--- src/core/ppl_defs.svh ---
`ifndef PPL_DEFS_SVH
`define PPL_DEFS_SVH

// ----------------------------------------------------------------------------
// parameter numbers of the two lock parameters
// ----------------------------------------------------------------------------
`define PPL_NUM_LOCK_LEVEL 10'h128
`define PPL_NUM_PASSWORD 10'h129

// ----------------------------------------------------------------------------
// values and reset values
// ----------------------------------------------------------------------------
`define PPL_VAL_NONE 16'h270F
`define PPL_VAL_ZERO 16'h0000
`define PPL_LOCK_LEVEL_RST 16'h270F
`define PPL_PASSWORD_RST 16'h270F
`define PPL_PW_MIN 16'h03E8
`define PPL_PW_MAX 16'h270E
`define PPL_LVL_LO_MAX 16'h0006
`define PPL_LVL_GROUP 16'h0063
`define PPL_LVL_HI_BASE 16'h0064
`define PPL_LVL_HI_MAX 16'h006A
`define PPL_LVL_HI_GROUP 16'h00C7
`define PPL_UGR_ALL 16'h0000
`define PPL_UGR_GROUP 16'h0001
`define PPL_UGR_SIMPLE 16'h270F
`define PPL_WS_STOP_ONLY 16'h0000
`define PPL_WS_NEVER 16'h0001
`define PPL_SRC_SEL_OPTION 16'h0000
`define PPL_SRC_SEL_RS485 16'h0001
`define PPL_SRC_SEL_AUTO 16'h270F
`define PPL_ERR_LIMIT 3'h5
`define PPL_ERR_RST 3'h0

// ----------------------------------------------------------------------------
// clear data codes
// ----------------------------------------------------------------------------
`define PPL_CODE_ALL_A 16'h9966
`define PPL_CODE_ALL_B 16'h55AA
`define PPL_CODE_PAR_A 16'h9696
`define PPL_CODE_PAR_B 16'h5A5A

// ----------------------------------------------------------------------------
// access masks per level, bits {pu_rd, pu_wr, net_rd, net_wr}
// ----------------------------------------------------------------------------
`define PPL_MASK_L0 4'h0
`define PPL_MASK_L1 4'hA
`define PPL_MASK_L2 4'hB
`define PPL_MASK_L3 4'hE
`define PPL_MASK_L4 4'h2
`define PPL_MASK_L5 4'h3
`define PPL_MASK_L6 4'hC
`define PPL_MASK_ALL 4'hF

`endif

--- src/core/ppl_pkg.sv ---
package ppl_pkg;

    // ------------------------------------------------------------------------
    // requesting party
    // ------------------------------------------------------------------------
    typedef enum logic [1:0] {
        PPL_SRC_PANEL = 2'h0,
        PPL_SRC_RS485 = 2'h1,
        PPL_SRC_OPTION = 2'h2
    } ppl_src_t;

    // answer codes
    typedef enum logic [2:0] {
        PPL_ST_OK = 3'h0,
        PPL_ST_LOCK_IND = 3'h1,
        PPL_ST_DENIED = 3'h2,
        PPL_ST_PW_ERR = 3'h3,
        PPL_ST_RANGE = 3'h4
    } ppl_status_t;

    // lock state, one-hot
    typedef enum logic [1:0] {
        PPL_OPEN = 2'b01,
        PPL_LOCKED = 2'b10
    } ppl_state_t;

    // ------------------------------------------------------------------------
    // carriers
    // ------------------------------------------------------------------------
    typedef struct packed {
        ppl_src_t src;
        logic is_write;
        logic [9:0] param_num;
        logic [15:0] wdata;
        logic is_simple;
        logic in_user_group;
    } ppl_req_t;

    typedef struct packed {
        ppl_status_t status;
        logic [15:0] rdata;
    } ppl_resp_t;

    typedef struct packed {
        logic [15:0] user_group_read_select;
        logic [15:0] write_select_param;
        logic [15:0] net_command_source_select;
        logic [15:0] panel_command_source_select;
    } ppl_cfg_t;

endpackage : ppl_pkg

--- src/core/ppl_lock_gate.sv ---
`timescale 1ns/10ps
`include "ppl_defs.svh"

module ppl_lock_gate (
    // level and request
    input wire logic [15:0] level,
    input wire logic is_write,
    input wire logic pu_path,
    input wire logic in_user_group,
    // verdict
    output logic allow
);
    import ppl_pkg::*;

    logic [3:0] mask;
    logic [1:0] pair;
    wire logic hi_level = (level >= `PPL_LVL_HI_BASE);
    wire logic [15:0] base = hi_level ? (level - `PPL_LVL_HI_BASE) : level;

    // ------------------------------------------------------------------------
    // level to mask; group levels fall back to level four outside the group
    // ------------------------------------------------------------------------
    always_comb begin
        case (base)
            16'h0000: mask = `PPL_MASK_L0;
            16'h0001: mask = `PPL_MASK_L1;
            16'h0002: mask = `PPL_MASK_L2;
            16'h0003: mask = `PPL_MASK_L3;
            16'h0004: mask = `PPL_MASK_L4;
            16'h0005: mask = `PPL_MASK_L5;
            16'h0006: mask = `PPL_MASK_L6;
            default: mask = in_user_group ? `PPL_MASK_ALL : `PPL_MASK_L4;
        endcase
    end

    // pick the source half, then read or write
    assign pair = pu_path ? mask[3:2] : mask[1:0];
    assign allow = is_write ? pair[0] : pair[1];

endmodule : ppl_lock_gate

--- src/core/ppl_password_lock.sv ---
`timescale 1ns/10ps
`include "ppl_defs.svh"

// ----------------------------------------------------------------------------
// Overview of operation
// - levels 0-6, 99, 100-106, 199 restrict; 9999 means no lock, reset value.
// - password 1000-9998 written registers it unless level is 9999; level then applies until unlocked.
// - level 9999: password writable only at group select 0; locked: always.
// - password reads error count for levels 100+, else 0, once registered.
// - levels 100+ refuse unlock after five failed attempts.
// - matching password unlocks; mismatch errors, counts a failure, stays locked.
// - all clear unlocks whenever the drive is stopped and resets all other settings.
// - all clear refused while the drive runs.
// - password writes of 0 or 9999 accepted with no effect.
// - restriction chosen per read/write and per panel or network source.
// - group levels allow group members; others treated as level four.
// - lock level and password parameters readable while locked; password writable then, lock level not.
// - allowed accesses still refused by group read or write selection.
// - password blocked access answered with a lock indication.
// - internal updates overwrite parameters even while locked.
// - all clear codes unlock from panel, RS-485 or option.
// - plain clear codes unlock only from the option.
// - lock parameters changeable while running regardless of write selection.
// - level 0 or 100 while locked with option fitted raises option fault trip.
// - lock level accepts new setting only at group read select 0.
// ----------------------------------------------------------------------------

module ppl_password_lock (
    // clock and reset
    input wire logic sys_clk,
    input wire logic rst,
    // parameter access request
    input wire logic req_valid,
    input wire ppl_pkg::ppl_req_t req,
    // parameter access answer
    output logic resp_valid,
    output ppl_pkg::ppl_resp_t resp,
    output logic access_grant,
    // clear request
    input wire logic clr_valid,
    input wire ppl_pkg::ppl_src_t clr_src,
    input wire logic [15:0] clr_code,
    // clear answer and actions towards the store
    output logic clr_resp_valid,
    output ppl_pkg::ppl_status_t clr_status,
    output logic all_clear_pulse,
    output logic param_clear_pulse,
    // internal update path
    input wire logic int_wr_req,
    output logic int_wr_grant,
    // drive settings and state
    input wire ppl_pkg::ppl_cfg_t cfg,
    input wire logic drive_running,
    input wire logic option_installed,
    // lock state outputs
    output logic lock_active,
    output logic option_fault_trip,
    output logic [15:0] lock_level,
    output logic [2:0] unlock_err_count
);
    import ppl_pkg::*;

    // ------------------------------------------------------------------------
    // state
    // ------------------------------------------------------------------------
    ppl_state_t state_q, state_d;
    logic [15:0] level_q, level_d;
    logic [15:0] pw_q, pw_d;
    logic [2:0] err_q, err_d;
    logic fault_q, fault_d;
    logic resp_valid_q;
    ppl_resp_t resp_q, resp_d;
    logic grant_q, grant_d;
    logic clr_resp_valid_q;
    ppl_status_t clr_status_q, clr_status_d;
    logic all_clr_q, par_clr_q;

    // actions decided by the request and clear decoders
    logic lvl_wr_en;
    logic pw_reg_en;
    logic pw_unlock;
    logic err_inc;
    logic do_all_clr;
    logic do_par_clr;
    logic clr_unlock;

    // ------------------------------------------------------------------------
    // request decode
    // ------------------------------------------------------------------------
    wire logic locked = (state_q == PPL_LOCKED);
    wire logic is_level_param = (req.param_num == `PPL_NUM_LOCK_LEVEL);
    wire logic is_pw_param = (req.param_num == `PPL_NUM_PASSWORD);
    wire logic is_lock_param = is_level_param | is_pw_param;
    wire logic level_none = (level_q == `PPL_VAL_NONE);
    wire logic hi_level = (level_q >= `PPL_LVL_HI_BASE) & ~level_none;
    wire logic ugr_zero = (cfg.user_group_read_select == `PPL_UGR_ALL);

    // which column of the table the caller falls in
    wire logic pu_is_rs485 = (cfg.panel_command_source_select == `PPL_SRC_SEL_RS485);
    wire logic pu_path = ((req.src == PPL_SRC_PANEL) & ~pu_is_rs485) |
                         ((req.src == PPL_SRC_RS485) & pu_is_rs485);

    // group read selection only binds some callers; the option always reads all
    wire logic net_sel_rs485 = (cfg.net_command_source_select == `PPL_SRC_SEL_RS485);
    wire logic net_sel_auto = (cfg.net_command_source_select == `PPL_SRC_SEL_AUTO);
    wire logic rs485_ugr_on = pu_is_rs485 | ~(net_sel_rs485 | (net_sel_auto & ~option_installed));
    wire logic ugr_applies = (req.src == PPL_SRC_PANEL) |
                             ((req.src == PPL_SRC_RS485) & rs485_ugr_on);
    wire logic ugr_hides = ((cfg.user_group_read_select == `PPL_UGR_SIMPLE) & ~req.is_simple) |
                           ((cfg.user_group_read_select == `PPL_UGR_GROUP) & ~req.in_user_group);
    wire logic ugr_block_rd = ugr_applies & ugr_hides;

    // write selection: 1 blocks all ordinary writes, 0 blocks them while running
    wire logic ws_block_wr = (cfg.write_select_param == `PPL_WS_NEVER) |
                             ((cfg.write_select_param == `PPL_WS_STOP_ONLY) & drive_running);

    // value checks on the write data
    wire logic [15:0] wv = req.wdata;
    wire logic wv_level_ok = (wv <= `PPL_LVL_LO_MAX) | (wv == `PPL_LVL_GROUP) |
                             ((wv >= `PPL_LVL_HI_BASE) & (wv <= `PPL_LVL_HI_MAX)) |
                             (wv == `PPL_LVL_HI_GROUP) | (wv == `PPL_VAL_NONE);
    wire logic wv_pw_ok = (wv >= `PPL_PW_MIN) & (wv <= `PPL_PW_MAX);
    wire logic wv_pw_noop = (wv == `PPL_VAL_ZERO) | (wv == `PPL_VAL_NONE);
    wire logic pw_match = (wv == pw_q);
    wire logic err_at_limit = hi_level & (err_q == `PPL_ERR_LIMIT);

    // lock table verdict for ordinary parameters
    logic lock_allow;

    ppl_lock_gate u_gate (
        .level(level_q),
        .is_write(req.is_write),
        .pu_path(pu_path),
        .in_user_group(req.in_user_group),
        .allow(lock_allow)
    );

    wire logic lock_block = locked & ~is_lock_param & ~lock_allow;

    // password read value depends on the lock state
    wire logic [15:0] pw_read = ~locked ? `PPL_VAL_NONE :
                                hi_level ? {13'h0000, err_q} : `PPL_VAL_ZERO;

    // ------------------------------------------------------------------------
    // request handling: answer and effects, one request per cycle
    // ------------------------------------------------------------------------
    always_comb begin
        resp_d = '{status: PPL_ST_OK, rdata: 16'h0000};
        grant_d = 1'b0;
        lvl_wr_en = 1'b0;
        pw_reg_en = 1'b0;
        pw_unlock = 1'b0;
        err_inc = 1'b0;
        if (req_valid) begin
            if (lock_block) begin
                resp_d.status = PPL_ST_LOCK_IND;
            end else if (!req.is_write) begin
                // lock parameters stay readable once a lock exists
                if (ugr_block_rd & ~(is_lock_param & locked)) begin
                    resp_d.status = PPL_ST_DENIED;
                end else if (is_level_param) begin
                    resp_d.rdata = level_q;
                end else if (is_pw_param) begin
                    resp_d.rdata = pw_read;
                end else begin
                    grant_d = 1'b1;
                end
            end else if (is_level_param) begin
                // write selection and running state never matter here
                if (locked) begin
                    resp_d.status = PPL_ST_LOCK_IND;
                end else if (!ugr_zero) begin
                    resp_d.status = PPL_ST_DENIED;
                end else if (!wv_level_ok) begin
                    resp_d.status = PPL_ST_RANGE;
                end else begin
                    lvl_wr_en = 1'b1;
                end
            end else if (is_pw_param) begin
                if (wv_pw_noop) begin
                    resp_d.status = PPL_ST_OK;
                end else if (!wv_pw_ok) begin
                    resp_d.status = PPL_ST_RANGE;
                end else if (locked) begin
                    // compare against the stored password
                    if (pw_match & ~err_at_limit) begin
                        pw_unlock = 1'b1;
                    end else begin
                        resp_d.status = PPL_ST_PW_ERR;
                        err_inc = 1'b1;
                    end
                end else if (level_none & ~ugr_zero) begin
                    resp_d.status = PPL_ST_DENIED;
                end else begin
                    pw_reg_en = ~level_none;
                end
            end else if (ws_block_wr) begin
                resp_d.status = PPL_ST_DENIED;
            end else begin
                grant_d = 1'b1;
            end
        end
    end

    // ------------------------------------------------------------------------
    // clear handling
    // ------------------------------------------------------------------------
    wire logic code_all = (clr_code == `PPL_CODE_ALL_A) | (clr_code == `PPL_CODE_ALL_B);
    wire logic code_par = (clr_code == `PPL_CODE_PAR_A) | (clr_code == `PPL_CODE_PAR_B);
    wire logic clr_from_opt = (clr_src == PPL_SRC_OPTION);

    always_comb begin
        clr_status_d = PPL_ST_OK;
        do_all_clr = 1'b0;
        do_par_clr = 1'b0;
        clr_unlock = 1'b0;
        if (clr_valid) begin
            if (!(code_all | code_par)) begin
                clr_status_d = PPL_ST_RANGE;
            end else if (drive_running) begin
                clr_status_d = PPL_ST_DENIED;
            end else if (code_all) begin
                do_all_clr = 1'b1;
            end else if (locked & ~clr_from_opt) begin
                clr_status_d = PPL_ST_LOCK_IND;
            end else begin
                do_par_clr = 1'b1;
                clr_unlock = locked;
            end
        end
    end

    // ------------------------------------------------------------------------
    // next values; a clear takes precedence over a request in the same cycle
    // ------------------------------------------------------------------------
    always_comb begin
        state_d = state_q;
        level_d = level_q;
        pw_d = pw_q;
        err_d = err_q;
        if (do_all_clr) begin
            state_d = PPL_OPEN;
            level_d = `PPL_LOCK_LEVEL_RST;
            pw_d = `PPL_PASSWORD_RST;
            err_d = `PPL_ERR_RST;
        end else if (clr_unlock | pw_unlock) begin
            state_d = PPL_OPEN;
            pw_d = `PPL_PASSWORD_RST;
            err_d = `PPL_ERR_RST;
        end else if (pw_reg_en) begin
            state_d = PPL_LOCKED;
            pw_d = wv;
            err_d = `PPL_ERR_RST;
        end else begin
            if (lvl_wr_en) begin
                level_d = wv;
            end
            // saturate so the count never shows above the limit
            if (err_inc & (err_q != `PPL_ERR_LIMIT)) begin
                err_d = err_q + 3'h1;
            end
        end
    end

    // option fault: set wins over the clear done by an all clear
    wire logic level_blocks_all = (level_q == 16'h0000) | (level_q == `PPL_LVL_HI_BASE);
    wire logic fault_set = locked & level_blocks_all & option_installed;
    assign fault_d = fault_set | (fault_q & ~do_all_clr);

    // ------------------------------------------------------------------------
    // lock registers
    // ------------------------------------------------------------------------
    always_ff @(posedge sys_clk or posedge rst) begin
        if (rst) begin
            state_q <= PPL_OPEN;
            level_q <= `PPL_LOCK_LEVEL_RST;
            pw_q <= `PPL_PASSWORD_RST;
            err_q <= `PPL_ERR_RST;
        end else begin
            state_q <= state_d;
            level_q <= level_d;
            pw_q <= pw_d;
            err_q <= err_d;
        end
    end

    // fault register kept apart so the trip holds until an all clear
    always_ff @(posedge sys_clk or posedge rst) begin
        if (rst) begin
            fault_q <= 1'b0;
        end else begin
            fault_q <= fault_d;
        end
    end

    // ------------------------------------------------------------------------
    // answer registers
    // ------------------------------------------------------------------------
    always_ff @(posedge sys_clk or posedge rst) begin
        if (rst) begin
            resp_valid_q <= 1'b0;
            resp_q <= '{status: PPL_ST_OK, rdata: 16'h0000};
            grant_q <= 1'b0;
        end else begin
            resp_valid_q <= req_valid;
            resp_q <= resp_d;
            grant_q <= grant_d;
        end
    end

    // clear answer and store actions
    always_ff @(posedge sys_clk or posedge rst) begin
        if (rst) begin
            clr_resp_valid_q <= 1'b0;
            clr_status_q <= PPL_ST_OK;
            all_clr_q <= 1'b0;
            par_clr_q <= 1'b0;
        end else begin
            clr_resp_valid_q <= clr_valid;
            clr_status_q <= clr_status_d;
            all_clr_q <= do_all_clr;
            par_clr_q <= do_par_clr;
        end
    end

    // ------------------------------------------------------------------------
    // outputs
    // ------------------------------------------------------------------------
    assign resp_valid = resp_valid_q;
    assign resp = resp_q;
    assign access_grant = grant_q;
    assign clr_resp_valid = clr_resp_valid_q;
    assign clr_status = clr_status_q;
    assign all_clear_pulse = all_clr_q;
    assign param_clear_pulse = par_clr_q;
    // internal updates bypass the lock entirely, no wait state
    assign int_wr_grant = int_wr_req;
    assign lock_active = locked;
    assign option_fault_trip = fault_q;
    assign lock_level = level_q;
    assign unlock_err_count = err_q;

endmodule : ppl_password_lock

--- config.mk ---
export PLATFORM = sky130hd
export DESIGN_NAME = ppl_password_lock
export DESIGN_NICKNAME = d
export VERILOG_FILES = /design/src/core/ppl_pkg.sv /design/src/core/ppl_lock_gate.sv /design/src/core/ppl_password_lock.sv
export VERILOG_INCLUDE_DIRS = /design/src /design/src/core
export SDC_FILE = /design/constraint.sdc
export NUM_CORES = 1
export LEC_CHECK = 0
export BUFFER_PORTS_ARGS = -buffer_cell sky130_fd_sc_hd__clkbuf_2
export CORE_MARGIN = 5
export CORE_UTILIZATION = 40
export CTS_BUF_LIST = sky130_fd_sc_hd__clkbuf_2 sky130_fd_sc_hd__clkbuf_4 sky130_fd_sc_hd__clkbuf_8
export DETAILED_ROUTE_END_ITERATION = 16
export PLACE_DENSITY_LB_ADDON = 0.3
export SYNTH_ARGS = -nofsm -noshare
export SYNTH_HDL_FRONTEND = slang
export SYNTH_SLANG_ARGS = --single-unit
export TNS_END_PERCENT = 1
--- constraint.sdc ---
create_clock -name sys_clk -period 4.2 [get_ports sys_clk]
set_input_delay 0.42 -clock sys_clk [delete_from_list [all_inputs] [get_ports sys_clk]]
set_output_delay 0.42 -clock sys_clk [all_outputs]
set_load 0.005 [all_outputs]
Yosys cells after proc, flatten, opt, wreduce, memory -nomap -nowiden. Index checks and enable logic that the tools add are counted.

Reduce and logical (&&, ||, !) cells: 10. $add $sub $neg: 2. Bitwise operators: 54. Mux-type cells: 103. Eq/ne operators: 31. Order comparisons: 6.

Operator list (number): $mux W16 (12); $eq A16 B1 Y1 const B (5); $logic_not A16 Y1 (5); $eq A16 B14 Y1 const B (4); $mux W1 (60); $mux W3 (17); $eq A16 B3 Y1 const B (3); $eq A16 B15 Y1 const B (2); $eq A16 B16 Y1 const B (2); $eq A16 B2 Y1 const B (2); $eq A16 B7 Y1 const B (2); $ge A16 B7 Y1 const B (2); $mux W14 (2); $pmux W4 S7 (1); $and A1 B1 Y1 (23); $eq A10 B9 Y1 const B (2); $mux W19 (1); $mux W2 (9); $or A1 B1 Y1 (18); $eq A16 B16 Y1 (1); $eq A16 B8 Y1 const B (1); $ge A16 B10 Y1 const B (1); $le A16 B14 Y1 const B (1); $le A16 B3 Y1 const B (1); other kinds (16) (29).

Register bits: 65. Input port bits: 120. Word-level logic and storage cells: 219.

Longest topological paths before layout.
Depth in word-level cells: 20. Depth in mapped cells: 10. Mapped depth without buffers: 9.

Cells and area by module. From an unflattened synthesis, not the netlist that was laid out.

Cell total of the unflattened synthesis: 454. Area, all modules: 4170.2 um^2.

By module, submodules not included: ppl_password_lock (cells each 377, instances 1, area an instance 3669.8 um^2); ppl_lock_gate (cells each 77, instances 1, area an instance 500.5 um^2).

Least setup slack after synthesis. Ideal clock, no wire load.

Path kind: register -> register. From: register level_q[2] (netlist: lock_level[2]). To: register resp_q (netlist bit resp[17]). Setup time: 87 ps. Slack: 1179 ps. Cell stages (with the launch flop): 11. Required time: 4113 ps. Period minus slack after synthesis: 3021 ps. Arrival time: 2934 ps. Buffers on the path: 1. Cell sequence: dfstp_2 clkbuf_1 inv_1 ha_1 nand2b_1 a21o_1 nor3_2 o31a_1 or4_1 a211o_1 a211oi_2.

RTL lines: from (decl) (RTL line ppl_password_lock.sv:67) `logic [15:0] level_q, level_d;`; from (signal assigned) (RTL line ppl_password_lock.sv:276) `` level_q <= `PPL_LOCK_LEVEL_RST; ``; from (signal assigned) (RTL line ppl_password_lock.sv:281) `level_q <= level_d;`; to (signal assigned) (RTL line ppl_password_lock.sv:302) `resp_q <= '{status: PPL_ST_OK, rdata: 16'h0000};`; to (signal assigned) (RTL line ppl_password_lock.sv:306) `resp_q <= resp_d;`; to (decl) (RTL line ppl_password_lock.sv:72) `ppl_resp_t resp_q, resp_d;`.

Final worst setup path.
From: register level_q[2] (netlist: lock_level[2]). To: register pw_q[14].

Longest elaborated chain between the ends: 18. Elaborated cells between the ends (all ways): 44.

RTL lines: branches (longest 18 deep; another with $ge A16 B7 Y1); to (signal assigned) (RTL line ppl_password_lock.sv:277) `` pw_q <= `PPL_PASSWORD_RST; ``; to (signal assigned) (RTL line ppl_password_lock.sv:282) `pw_q <= pw_d;`; to (decl) (RTL line ppl_password_lock.sv:68) `logic [15:0] pw_q, pw_d;`.

Parallel ways; which one is timed is not known. A chain may end at the register's enable or synchronous reset.

==> flow_summary.yaml <==
routing:
  avgViaCountPerCell: 5.63
  ant_nets: 0
  route.met3.wl_um: 844
  routed_wl_um: 12700
  drc_errors: 0
  first_pass_iters: 6
  wl_met1_um: 5100
  top_layer_used: "met4"
  drtIter0Drc: 265
  num_vias: 4203
  wl_per_cell_um: 16.9
  wl_met2_um: 6410
placement:
  port_buffers: 166
  place.gp.congestion: 0.907
  place_inst: 731
  hpwl_um: 9930
critical_path:
  end_kind: "flop"
  cp.arrival_ps: 3520
  cp-start-kind: "flop"
  criticalPathCategory: "flop to flop"
  worstPathRequired_ps: 4480
  path_max_fanout: 12
floorplan:
  coreArea_um2: 10200
  core.rowCount: 37
  die_y_um: 111
  fp.dieArea_um2: 12400
  num_io_pins: 169
  start_util_pct: 40.3
  die_w_um: 111
power_and_ir_drop:
  clock_power_share_pct: 41.9
  powerDensity_nw_per_um2: 252
  p_sw_share_pct: 25.9
  p_seq_share_pct: 48.2
  power.switching_mw: 0.339
  comb_power_share_pct: 9.9
  peakVddDrop_uv: 135
  internal_power_mw: 0.971
  total_leakage_power_nw: 2.53
synthesis:
  ys_warn_count: 0
  yosysTopAreaCellShare_pct: 29.2
  synthArstFlopShare_pct: 100
  netlist_top_cells_area: "dfrtp_1, dfstp_2, nand2_1, xnor2_1, nor4_1"
  synthFlopType: "dfrtp_1"
  synthCells: 455
  synth_nets: 580
  synth_area_per_cell_um2: 9.03
  synth_seq_cells: 65
  seq_area_frac_synth_pct: 40.1
  yosys.area.top_type: "dfrtp_1"
  synth_edf_count: 0
  synth_cell_types: 73
  syn-cell-area_um2: 4110
sta:
  period_minus_slack_ps: 3230
  final.setup.tns_ps: 0
  worst_slew_pin_slew_ps: 1240
  setup_viol: 0
  slew_headroom_pct: 16.6
  whs_ps: 138
  max_freq_mhz: 309
  post-route-period-util_pct: 77.0
  grt_setup_unrepaired: "false"
  finalHoldViolCount: 0
  fin_skew_ps: 10.1
  finalMaxSlewViolations: 0
global_routing:
  grt.overflow.total: 0
  antenna_found_initial: 0
  grt_pass1_vias: 4126
  grt_pass1_wl_um: 20200
  grt_max_degree: 34
  grt_usage_pct: 19.8
final_layout:
  antenna_cells: 0
  drive_gt1_share_pct: 36.2
  mostFrequentLayoutCells: "clkbuf_2, nand2_1, dfrtp_1"
  multi_input_area_um2: 2270
  layoutNonFillerInstCount: 747
  ff_latch_area_um2: 1650
  syn_to_final_growth_pct: 26.4
  finalNetCount: 731
  mostFrequentLayoutCell: "clkbuf_2"
  fillers: 989
clocking:
  cts_made_buffers: 9
  cts_tree: "built"
  clockRootBuffer: "clkbuf_8"
  cts.reportedPaths.clkPinSlew_ps: 80
  cts.sinks: 65
  clk_latency_ps: 360
  post_cts_resize_count: 0
  cts_setup_buffers: 0
  htreeDepth: 3
  hold_buffers: 0
  cts.path.max_buffers: 2
hold_path:
  hold_class: "input port to asynchronous set/reset pin"
job:
  cap_violations: 0
outcome:
  outcome: "completed"
## sequential cells by signal, summed over array words and instances, names as in the netlist
signal and count:
pw_q 16, clr_status 3, resp_valid 1, state_q 2, lock_level 16, unlock_err_count 3
option_fault_trip 1, param_clear_pulse 1, clr_resp_valid 1, resp 19, access_grant 1, all_clear_pulse 1
## power by group through the flow
stage | Clock (mW) | Combinational, mW | Sequential, mW
2_1_floorplan | 0 | 0.0524 | 0.643
3_3_place_gp | 0 | 0.127 | 0.642
3_5_place_dp | 0 | 0.130 | 0.643
4_1_cts | 0.564 | 0.131 | 0.631
5_1_grt | 0.594 | 0.144 | 0.631
6_report | 0.549 | 0.130 | 0.631
## routing by layer
layer  up-vias  GRT usage (%)
li1       1998              -
met1      2007           23.6
met3        30           5.38
met2       168           34.5
met5         -              0
met4         0           7.06
## worst max-delay path, cell delays in order, from the launching register on
cell and delay [ps]:
dfstp_2 690, inv_1 150, ha_1 260, nand2b_1 180, a21o_1 330, nor3_2 90
o31a_1 350, a31oi_1 810, and3_1 300
## cells by family (layout without fill, tap and decap cells)
kind of cell	after synthesis	count (layout)	synth area share, %
and+or+nand+nor	224	224	30.9
AOI/OAI and AO/OA	94	94	17.6
DFF	65	65	40.1
buffers and inverters	44	200	4.69
xor gates and xnor gates	17	17	3.62
muxes	6	6	1.49
adders and majority gates	5	5	1.52
## metrics by stage
step                power [mW]  util (%)  instance area, um^2  setup WS (ps)
finish                    1.31      51.0                 5190            965
global route              1.37      51.0                 5190            750
CTS                       1.33      51.0                 5190            981
detailed placement       0.773      49.0                 4990           1050
global placement         0.769      49.0                 4990           1200
floorplan                0.695         -                 4110           1180
## Yosys cell counts, drive strengths merged, types with 3 or more instances
cell,n
nor2b,3
nor3b,3
xnor2,16
nand4,12
a21o,8
o21ai,8
inv,16
nor4,18
nand2b,6
nand2,61
a21oi,15
o21a,5
o32ai,3
a22oi,6
nand4b,3
ha,5
a211oi,12
dfrtp,48
o2111ai,4
and3,12
o31ai,5
nor4b,4
a31oi,5
and2,10
nor3,21
nand3,16
nor2,25
clkbuf,17
mux2i,5
nor4bb,4
dfstp,17
or4,10
or3,6
a221o,3
buf,11
## layout make-up
cell class                      instances  share of cell area, %
Sequential cell                        65                   31.7
Timing Repair Buffer                  168                   16.3
Clock inverter                          7                   1.52
Multi-Input combinational cell        346                   43.7
Inverter                               16                   1.16
Tap cell                              136                   3.28
Clock buffer                            9                   2.38
## path summary, 6_finish.rpt
path                                              to  slack (ps)                      start  depth (start not counted)
setup / recovery                pw_q[14]$_DFFE_PP0P_         970  lock_level[2]$_DFFE_PP1P_                          8
hold / removal             lock_level[6]$_DFFE_PP0P_         140                        rst                          2
setup reg to reg                pw_q[14]$_DFFE_PP0P_         970  lock_level[2]$_DFFE_PP1P_                          8
hold reg to reg               state_q[0]$_DFFE_PP1P_         460     state_q[0]$_DFFE_PP1P_                          2
max in group asynchronous       pw_q[10]$_DFFE_PP1P_        3140                        rst                          3
min in group sys_clk        clr_resp_valid$_DFF_PP0_         210                  clr_valid                          1
(Power assumes the default switching activity.)
